<file path="src/crsq_pkg.sv">
package crsq_pkg;

	// Clock gear codes; values above the slowest setting are reserved.
	localparam logic [2:0] GEAR_DIV16 = 3'h4;
	localparam logic [2:0] GEAR_RESET = GEAR_DIV16;

	localparam logic [23:0] VEC_BASE = 24'hffff00;
	localparam logic [31:0] SP_RESET = 32'h0000_0100;
	localparam logic [2:0] MASK_RESET = 3'h7;
	localparam logic MAX_RESET = 1'b1;
	localparam logic [2:0] BANK_RESET = 3'h0;
	localparam logic [23:0] PC_RESET = 24'h000000;

	// Least low time of the reset pin, counted in system ticks.
	localparam logic [3:0] MIN_LOW_TICKS = 4'ha;

	localparam logic [1:0] VEC_BYTES_LAST = 2'h2;

	localparam logic [7:0] OFS_GEAR = 8'h00;
	localparam logic [7:0] OFS_STATUS = 8'h04;
	localparam logic [7:0] OFS_PC = 8'h08;
	localparam logic [7:0] OFS_SP = 8'h0c;

	localparam int STATUS_STATE_LSB = 0;
	localparam int STATUS_CNT_LSB = 4;
	localparam int STATUS_MASK_LSB = 8;
	localparam int STATUS_MAX_BIT = 11;
	localparam int STATUS_BANK_LSB = 12;

	typedef enum logic [2:0] {
		ST_IDLE = 3'b000,
		ST_HOLD = 3'b001,
		ST_VEC = 3'b010,
		ST_READY = 3'b011,
		ST_RUN = 3'b100
	} crsq_state_t;

endpackage

</file>
<file path="src/crsq_cpu_reset_init_sequencer.sv">
`timescale 1ns/1ps

// How it works
// External circuit holds reset pin low at least 10 system ticks, supplies stable.
// Accepted reset forces clock gear to divide-by-16, system tick at fc/32.
// Program counter loads from vector bytes ffff00, ffff01, ffff02, low byte first.
// Accepted reset loads system stack pointer with 100h.
// Accepted reset sets interrupt mask level to 111.
// Accepted reset sets the wide-address mode flag to one.
// Accepted reset clears register bank pointer to zero.
// After release the core starts fetching at the loaded program counter.
// Reset leaves RAM and all other core registers untouched.
// Accepted reset returns peripheral control registers to initial values.
// Accepted reset puts every port pin into general-purpose port mode.
// Accepted reset floats the address latch strobe pin.
// Pin is synchronised, init held while low, core released first edge after.
module crsq_cpu_reset_init_sequencer (
	input wire logic clk_i,
	input wire logic rst_i,
	input wire logic reset_pin_n_i,
	input wire logic [7:0] reg_addr_i,
	input wire logic [31:0] reg_wdata_i,
	input wire logic reg_we_i,
	input wire logic reg_re_i,
	output logic [31:0] reg_rdata_o,
	output logic [23:0] mem_addr_o,
	output logic mem_rd_o,
	input wire logic [7:0] mem_data_i,
	output logic system_tick_o,
	output logic [2:0] clock_gear_o,
	output logic [23:0] program_counter_o,
	output logic [31:0] system_stack_pointer_o,
	output logic [2:0] interrupt_mask_level_o,
	output logic max_mode_o,
	output logic [2:0] register_bank_pointer_o,
	output logic core_run_o,
	output logic fetch_start_o,
	output logic periph_init_o,
	output logic port_mode_init_o,
	output logic ale_oe_o
);

	crsq_pkg::crsq_state_t state_reg;
	crsq_pkg::crsq_state_t state_next;
	logic pin_meta_reg;
	logic pin_sync_reg;
	logic [4:0] div_reg;
	logic [4:0] div_limit;
	logic tick;
	logic [2:0] gear_reg;
	logic [3:0] low_cnt_reg;
	logic low_done;
	logic ran_reg;
	logic [1:0] vec_idx_reg;
	logic vec_phase_reg;
	logic [23:0] pc_reg;
	logic [31:0] sp_reg;
	logic [2:0] mask_reg;
	logic max_reg;
	logic [2:0] bank_reg;
	logic fetch_reg;
	logic [31:0] rdata_reg;

	// The pin is a Schmitt input from outside the clock domain.
	// Both flops reset to the pin's idle high level, so no false low follows reset.
	always_ff @(posedge clk_i) begin
		if (rst_i) begin
			pin_meta_reg <= 1'b1;
			pin_sync_reg <= 1'b1;
		end else begin
			pin_meta_reg <= reset_pin_n_i;
			pin_sync_reg <= pin_meta_reg;
		end
	end

	// System tick period is two oscillator cycles times the gear divisor.
	always_comb begin
		case (gear_reg)
			3'h0: div_limit = 5'h01;
			3'h1: div_limit = 5'h03;
			3'h2: div_limit = 5'h07;
			3'h3: div_limit = 5'h0f;
			default: div_limit = 5'h1f;
		endcase
	end

	assign tick = (div_reg >= div_limit);

	always_ff @(posedge clk_i) begin
		if (rst_i || tick) begin
			div_reg <= 5'h00;
		end else begin
			div_reg <= div_reg + 5'h01;
		end
	end

	// Reserved gear codes are refused so the tick never runs out of range.
	always_ff @(posedge clk_i) begin
		if (rst_i) begin
			gear_reg <= crsq_pkg::GEAR_RESET;
		end else if (state_reg == crsq_pkg::ST_VEC || state_reg == crsq_pkg::ST_READY) begin
			gear_reg <= crsq_pkg::GEAR_DIV16;
		end else if (reg_we_i && reg_addr_i == crsq_pkg::OFS_GEAR && reg_wdata_i[2:0] <= crsq_pkg::GEAR_DIV16) begin
			gear_reg <= reg_wdata_i[2:0];
		end
	end

	// Low time is measured in system ticks while the pin stays low.
	always_ff @(posedge clk_i) begin
		if (rst_i || pin_sync_reg) begin
			low_cnt_reg <= 4'h0;
		end else if (tick && !low_done) begin
			low_cnt_reg <= low_cnt_reg + 4'h1;
		end
	end

	assign low_done = (low_cnt_reg >= crsq_pkg::MIN_LOW_TICKS);

	always_comb begin
		state_next = state_reg;
		case (state_reg)
			crsq_pkg::ST_IDLE: begin
				if (!pin_sync_reg) begin
					state_next = crsq_pkg::ST_HOLD;
				end
			end
			crsq_pkg::ST_RUN: begin
				if (!pin_sync_reg) begin
					state_next = crsq_pkg::ST_HOLD;
				end
			end
			crsq_pkg::ST_HOLD: begin
				if (pin_sync_reg) begin
					state_next = ran_reg ? crsq_pkg::ST_RUN : crsq_pkg::ST_IDLE;
				end else if (low_done) begin
					state_next = crsq_pkg::ST_VEC;
				end
			end
			crsq_pkg::ST_VEC: begin
				if (vec_phase_reg && vec_idx_reg == crsq_pkg::VEC_BYTES_LAST) begin
					// A pin already released skips the wait in READY.
					state_next = pin_sync_reg ? crsq_pkg::ST_RUN : crsq_pkg::ST_READY;
				end
			end
			crsq_pkg::ST_READY: begin
				if (pin_sync_reg) begin
					state_next = crsq_pkg::ST_RUN;
				end
			end
			default: begin
				state_next = crsq_pkg::ST_IDLE;
			end
		endcase
	end

	// A pulse released while the vector is being read is finished anyway, so the
	// core never starts from a half-loaded program counter.
	always_ff @(posedge clk_i) begin
		if (rst_i) begin
			state_reg <= crsq_pkg::ST_HOLD;
		end else begin
			state_reg <= state_next;
		end
	end

	always_ff @(posedge clk_i) begin
		if (rst_i) begin
			ran_reg <= 1'b0;
		end else if (state_reg == crsq_pkg::ST_RUN) begin
			ran_reg <= 1'b1;
		end
	end

	always_ff @(posedge clk_i) begin
		if (rst_i || state_reg != crsq_pkg::ST_VEC) begin
			vec_idx_reg <= 2'h0;
			vec_phase_reg <= 1'b0;
		end else begin
			vec_phase_reg <= !vec_phase_reg;
			if (vec_phase_reg) begin
				vec_idx_reg <= vec_idx_reg + 2'h1;
			end
		end
	end

	assign mem_rd_o = (state_reg == crsq_pkg::ST_VEC) && !vec_phase_reg;
	assign mem_addr_o = crsq_pkg::VEC_BASE + {22'h0, vec_idx_reg};

	// Only the counter, flags word fields and stack pointer are written here.
	always_ff @(posedge clk_i) begin
		if (rst_i) begin
			pc_reg <= crsq_pkg::PC_RESET;
		end else if (state_reg == crsq_pkg::ST_VEC && vec_phase_reg) begin
			case (vec_idx_reg)
				2'h0: pc_reg[7:0] <= mem_data_i;
				2'h1: pc_reg[15:8] <= mem_data_i;
				default: pc_reg[23:16] <= mem_data_i;
			endcase
		end
	end

	always_ff @(posedge clk_i) begin
		if (rst_i || state_reg == crsq_pkg::ST_VEC) begin
			sp_reg <= crsq_pkg::SP_RESET;
			mask_reg <= crsq_pkg::MASK_RESET;
			max_reg <= crsq_pkg::MAX_RESET;
			bank_reg <= crsq_pkg::BANK_RESET;
		end
	end

	always_ff @(posedge clk_i) begin
		if (rst_i) begin
			fetch_reg <= 1'b0;
		end else begin
			fetch_reg <= (state_next == crsq_pkg::ST_RUN) && (state_reg != crsq_pkg::ST_RUN);
		end
	end

	always_ff @(posedge clk_i) begin
		if (rst_i) begin
			rdata_reg <= 32'h0000_0000;
		end else if (reg_re_i) begin
			if (reg_addr_i == crsq_pkg::OFS_GEAR) begin
				rdata_reg <= {29'h0, gear_reg};
			end else if (reg_addr_i == crsq_pkg::OFS_STATUS) begin
				rdata_reg <= {17'h0, bank_reg, max_reg, mask_reg, low_cnt_reg, 1'b0, state_reg};
			end else if (reg_addr_i == crsq_pkg::OFS_PC) begin
				rdata_reg <= {8'h00, pc_reg};
			end else if (reg_addr_i == crsq_pkg::OFS_SP) begin
				rdata_reg <= sp_reg;
			end else begin
				rdata_reg <= 32'h0000_0000;
			end
		end
	end

	assign reg_rdata_o = rdata_reg;
	assign system_tick_o = tick;
	assign clock_gear_o = gear_reg;
	assign program_counter_o = pc_reg;
	assign system_stack_pointer_o = sp_reg;
	assign interrupt_mask_level_o = mask_reg;
	assign max_mode_o = max_reg;
	assign register_bank_pointer_o = bank_reg;
	assign core_run_o = (state_reg == crsq_pkg::ST_RUN);
	assign fetch_start_o = fetch_reg;
	assign periph_init_o = (state_reg == crsq_pkg::ST_VEC) || (state_reg == crsq_pkg::ST_READY);
	assign port_mode_init_o = periph_init_o;
	// Strobe output enable is low while initialising, leaving the pin floating.
	assign ale_oe_o = core_run_o;

	property p_gear_div16;
		@(posedge clk_i) disable iff (rst_i)
		(state_reg == crsq_pkg::ST_VEC) |=> (gear_reg == 3'h4) && (div_limit == 5'h1f);
	endproperty
	a_gear_div16: assert property (p_gear_div16) else $error("gear not forced to div16");

	property p_vec_addr;
		@(posedge clk_i) disable iff (rst_i)
		mem_rd_o |-> (mem_addr_o == 24'hffff00 + {22'h0, vec_idx_reg}) && (mem_addr_o[23:2] == 22'h3fffc0);
	endproperty
	a_vec_addr: assert property (p_vec_addr) else $error("vector address wrong");

	property p_pc_hi;
		@(posedge clk_i) disable iff (rst_i)
		(state_reg == crsq_pkg::ST_VEC && vec_phase_reg && vec_idx_reg == 2'h2) |=>
			(pc_reg[23:16] == $past(mem_data_i));
	endproperty
	a_pc_hi: assert property (p_pc_hi) else $error("upper pc byte not loaded");

	property p_cpu_init;
		@(posedge clk_i) disable iff (rst_i)
		(state_reg == crsq_pkg::ST_READY) |->
			(sp_reg == 32'h100) && (mask_reg == 3'h7) && max_reg && (bank_reg == 3'h0);
	endproperty
	a_cpu_init: assert property (p_cpu_init) else $error("core registers not initialised");

	property p_release;
		@(posedge clk_i) disable iff (rst_i)
		(state_reg == crsq_pkg::ST_READY && pin_sync_reg) |=> core_run_o && fetch_start_o ##1 !fetch_start_o;
	endproperty
	a_release: assert property (p_release) else $error("core not released after reset");

	property p_pc_kept;
		@(posedge clk_i) disable iff (rst_i)
		(core_run_o && $past(core_run_o)) |-> $stable(pc_reg) && $stable(sp_reg);
	endproperty
	a_pc_kept: assert property (p_pc_kept) else $error("core register changed while running");

	property p_init_float;
		@(posedge clk_i) disable iff (rst_i)
		(state_reg == crsq_pkg::ST_VEC) |-> periph_init_o && port_mode_init_o && !ale_oe_o;
	endproperty
	a_init_float: assert property (p_init_float) else $error("peripherals or strobe not reset");

	property p_ports;
		@(posedge clk_i) disable iff (rst_i)
		(state_reg == crsq_pkg::ST_READY) [*2] |-> port_mode_init_o;
	endproperty
	a_ports: assert property (p_ports) else $error("ports left in peripheral mode");

	property p_ale;
		@(posedge clk_i) disable iff (rst_i)
		!core_run_o |-> !ale_oe_o;
	endproperty
	a_ale: assert property (p_ale) else $error("strobe driven while in reset");

	property p_enter_hold;
		@(posedge clk_i) disable iff (rst_i)
		(core_run_o && !pin_sync_reg) |=> (state_reg == crsq_pkg::ST_HOLD) && !core_run_o;
	endproperty
	a_enter_hold: assert property (p_enter_hold) else $error("reset pin low not taken");

	property p_no_early;
		@(posedge clk_i) disable iff (rst_i)
		(state_reg == crsq_pkg::ST_HOLD && !low_done) |=> (state_reg != crsq_pkg::ST_VEC);
	endproperty
	a_no_early: assert property (p_no_early) else $error("reset accepted before least low time");

	property p_short_keep;
		@(posedge clk_i) disable iff (rst_i)
		(state_reg == crsq_pkg::ST_HOLD && pin_sync_reg && ran_reg) |=>
			core_run_o && $stable(pc_reg) && $stable(sp_reg);
	endproperty
	a_short_keep: assert property (p_short_keep) else $error("short pulse changed core state");

	property p_vec_single;
		@(posedge clk_i) disable iff (rst_i)
		mem_rd_o |=> !mem_rd_o && (state_reg == crsq_pkg::ST_VEC);
	endproperty
	a_vec_single: assert property (p_vec_single) else $error("vector byte not captured");

	c_full_reset: cover property (@(posedge clk_i) disable iff (rst_i)
		state_reg == crsq_pkg::ST_READY ##[1:100] fetch_start_o);
	c_short_pulse: cover property (@(posedge clk_i) disable iff (rst_i)
		state_reg == crsq_pkg::ST_HOLD ##1 state_reg == crsq_pkg::ST_RUN);
	c_gear_write: cover property (@(posedge clk_i) disable iff (rst_i)
		reg_we_i && reg_addr_i == crsq_pkg::OFS_GEAR ##1 gear_reg == 3'h0);
	c_late_release: cover property (@(posedge clk_i) disable iff (rst_i)
		state_reg == crsq_pkg::ST_VEC ##1 state_reg == crsq_pkg::ST_RUN);
	c_reserved_write: cover property (@(posedge clk_i) disable iff (rst_i)
		reg_we_i && reg_addr_i == crsq_pkg::OFS_GEAR && reg_wdata_i[2:0] > crsq_pkg::GEAR_DIV16);

endmodule

</file>
<file path="config.mk">
export PLATFORM = sky130hd
export DESIGN_NAME = crsq_cpu_reset_init_sequencer
export DESIGN_NICKNAME = d
export VERILOG_FILES = /design/src/crsq_pkg.sv /design/src/crsq_cpu_reset_init_sequencer.sv
export SDC_FILE = /design/constraint.sdc
export NUM_CORES = 1
export LEC_CHECK = 0
export BUFFER_PORTS_ARGS = -buffer_cell sky130_fd_sc_hd__buf_2
export CAP_MARGIN = 10
export CORE_MARGIN = 3
export CORE_UTILIZATION = 30
export CTS_CLUSTER_DIAMETER = 150
export CTS_CLUSTER_SIZE = 30
export DETAILED_ROUTE_END_ITERATION = 10
export GPL_ROUTABILITY_DRIVEN = 0
export PLACE_DENSITY = 0.56
export RECOVER_POWER = 100
export SYNTH_ARGS = -nofsm -noshare
export SYNTH_HDL_FRONTEND = slang
export SYNTH_SLANG_ARGS = --single-unit
</file>
<file path="constraint.sdc">
create_clock -name clk_i -period 2.1 [get_ports clk_i]
set_input_delay 0.105 -clock clk_i [delete_from_list [all_inputs] [get_ports clk_i]]
set_output_delay 0.105 -clock clk_i [all_outputs]
set_load 0.005 [all_outputs]
</file>
==> run metrics <==
status complete, no violations; Leakage 1.783 nW; Clock Skew 0.005683 ns; max-slew violations 0; routed vias/inst 4.310; Final min period 1.890 ns; crit path DAT 1.78 ns; Primary FF master, synth dfxtp_1; final worst slack 0.2102 ns; EDFF count, synth 0; unrepaired setup endpoints after global routing false; crit start category register; worst-margin pin slew 0.8071 ns; ANT cells 0; # clock sinks 70; post-synth top area cell dfxtp_1; largest net degree at the start of global routing 39; setup bufs post-CTS 0; global routing's busiest layer met2; Core Rows 40; Die Wd 117.3 µm; first-pass GRT wire length 12,980 µm; Netlist Area Pre-Place 0.003716 mm²; # fillers 1,296; vias in the first global route 2,609; worst vdd ir 255.0 µV; Rel. slew slack 46.20%; DRC violation total after the first TritonRoute iteration 128; worst-path cell chain inv_1 -> ha_1 -> and3_1 -> a21oi_2 -> nand2_2 -> buf_2; drt drc 0; worst hold path type primary input to register; total core area 0.01206 mm²; final setup fails 0; Cell Pwr Density 760.1 mW/mm²; post-detail-place hpwl 6535 µm; Boundary Pins 182; buffer depth of the longest clock path 2; met3 Track Usage GR 4.524%; WS Path Type register to primary output; max_cap viols 0; Achievable Freq 529.2 MHz; post-route ant nets 0; CP peak stage delay 0.44 ns; initial antenna violation count 0; crit path max fanout 7; Synth cell types 50; CTS buffer count 9; Synth warnings 0; post-synthesis average cell area 8.869 µm²; CP endpoint kind primary output; clk_lat worst skew 0.33 ns; CTS tree built; met1 Use GR 14.86%; GR met2 Demand/Resource 20.36%; Synth Register Bits 70; Starting Density 30.81%; # port buffers 83; slowest CP cell dfxtp_1; die area 0.01376 mm²; WL/cell 12.88 µm; synthesis-to-finish area growth 12.09%; DRT Pass-1 Iters 4; Clk pin slew, worst setup/hold paths 0.05 ns; post-synthesis sequential area ratio 37.71%; die height 117.3 µm; setup_tns 0 ns; Via Count 2,866; H-Tree Level Count 3; DP Worst Slack 0.3377 ns; Critical path buffers and inverters 2; share of layout cells above drive strength 1 15.69%; Final #Nets 555; Total GRT Usage 12.29%; clock root cell clkbuf_16; Synth top area share 37.71%; Worst path top cell family by delay flip-flops; final worst-path cycle share 89.99%; asr flop ratio synth 0%; Gate Count Post-Synth 419; top cells by area, synth dfxtp_1 38%, buf_4 15%, a21oi_1 4.8%, mux2i_1 4.3%, nand3_1 3.6%; final WL 8565 µm; required time worst endpoint 2.00 ns; Fin. Hold Viols 0; total grt overflow 0
==> cells by family after synthesis <==
| group | share of synthesized area (%) |
|---|---|
| compound gates | 12.05 |
| xor+xnor | 0.9429 |
| fa+ha+maj | 3.367 |
| buf+inv | 19.02 |
| flops | 37.71 |
| mux | 4.310 |
| other cells | 0.2021 |
| simple gates | 22.39 |
==> cells in the mapped netlist (all sizes together), types with 6 or more instances <==
master / instances
buf: 86
dfxtp: 70
a21oi: 46
nor2: 35
nand3: 27
nand2: 26
nor2b: 17
mux2i: 16
nand2b: 12
ha: 10
nor3: 8
clkbuf: 7
a21o: 6
inv: 6
==> final cells by class <==
type | count | area (µm²) | area share (%)
Clock buffer | 13 | 270.3 | 6.488
Clock inverter | 3 | 65.06 | 1.562
Inverter | 6 | 22.52 | 0.5407
Multi-Input combinational cell | 317 | 1807 | 43.38
Sequential cell | 70 | 1401 | 33.64
Tap cell | 168 | 210.2 | 5.047
Timing Repair Buffer | 88 | 389.1 | 9.342
==> worst reg2reg max path: stages (launching register included) <==
cell	delay, ns
dfxtp_1	0.42
inv_1	0.09
ha_1	0.21
o31ai_2	0.37
a21boi_0	0.47
mux2i_1	0.23
==> cell usage in the layout (no fill, tap or decap), types with 3 or more instances in the layout <==
master,n
dfxtp_1,70
conb_1,69
clkbuf_1,50
a21oi_1,43
buf_2,36
nand3_1,27
nor2_1,25
nand2_1,25
mux2i_1,16
nor2b_1,16
nand2b_1,12
nor2_2,10
ha_1,10
clkbuf_16,9
nor3_1,8
inv_1,6
nor3b_1,5
a21o_2,4
and3_1,3
a21oi_2,3
o21ai_0,3
nand4_1,3
nor4b_1,3
o2bb2ai_1,3
clkbuf_8,3
==> what timing repair did <==
action / CTS / global route
endpoints found under the hold margin: 1 / 0
resized for setup: 0 / 2
hold buffers: 1 / 0
endpoints found under the setup margin: 0 / 1
==> power by group <==
group,internal [mW],leakage [nW],switching (mW)
Combinational,0.0447,1.05,0.0980
Clock,1.13,0.166,0.541
Sequential,1.34,0.565,0.0103
==> metrics by stage <==
| stage | total power, mW | util, % | cell area (µm²) | instances | hold slack (ns) |
|---|---|---|---|---|---|
| after global placement | 1.515 | 32.66 | 3939 | 648 | 0.2925 |
| after detailed placement | 1.519 | 32.66 | 3939 | 648 | 0.2940 |
| final | 3.166 | 34.53 | 4165 | 665 | 0.02932 |
| after CTS | 3.213 | 35.52 | 4284 | 665 | 0.02082 |
| after global routing | 3.297 | 34.53 | 4165 | 665 | 0.05521 |
| after floorplan | 1.564 | - | 3968 | 486 | 0.2088 |
==> path summary, 6_finish.rpt <==
| kind | from | endpoint | slack, ns | cells after the start |
|---|---|---|---|---|
| min reg2reg | pin_meta_reg | pin_sync_reg | 0.41 | 1 |
| max | clock_gear_o[2] | system_tick_o | 0.21 | 6 |
| max reg2reg | low_cnt_reg[0] | low_cnt_reg[1] | 0.23 | 5 |
| min | reg_wdata_i[1] | clock_gear_o[1] | 0.03 | 3 |
==> per-layer routing <==
metal / vias to the layer above / wire, µm
met4: 0 / 81
met1: 1345 / 3742
met5: - / 0
met3: 7 / 646
li1: 1421 / -
met2: 93 / 4095
Note: power is estimated with default switching activity, not from simulation.
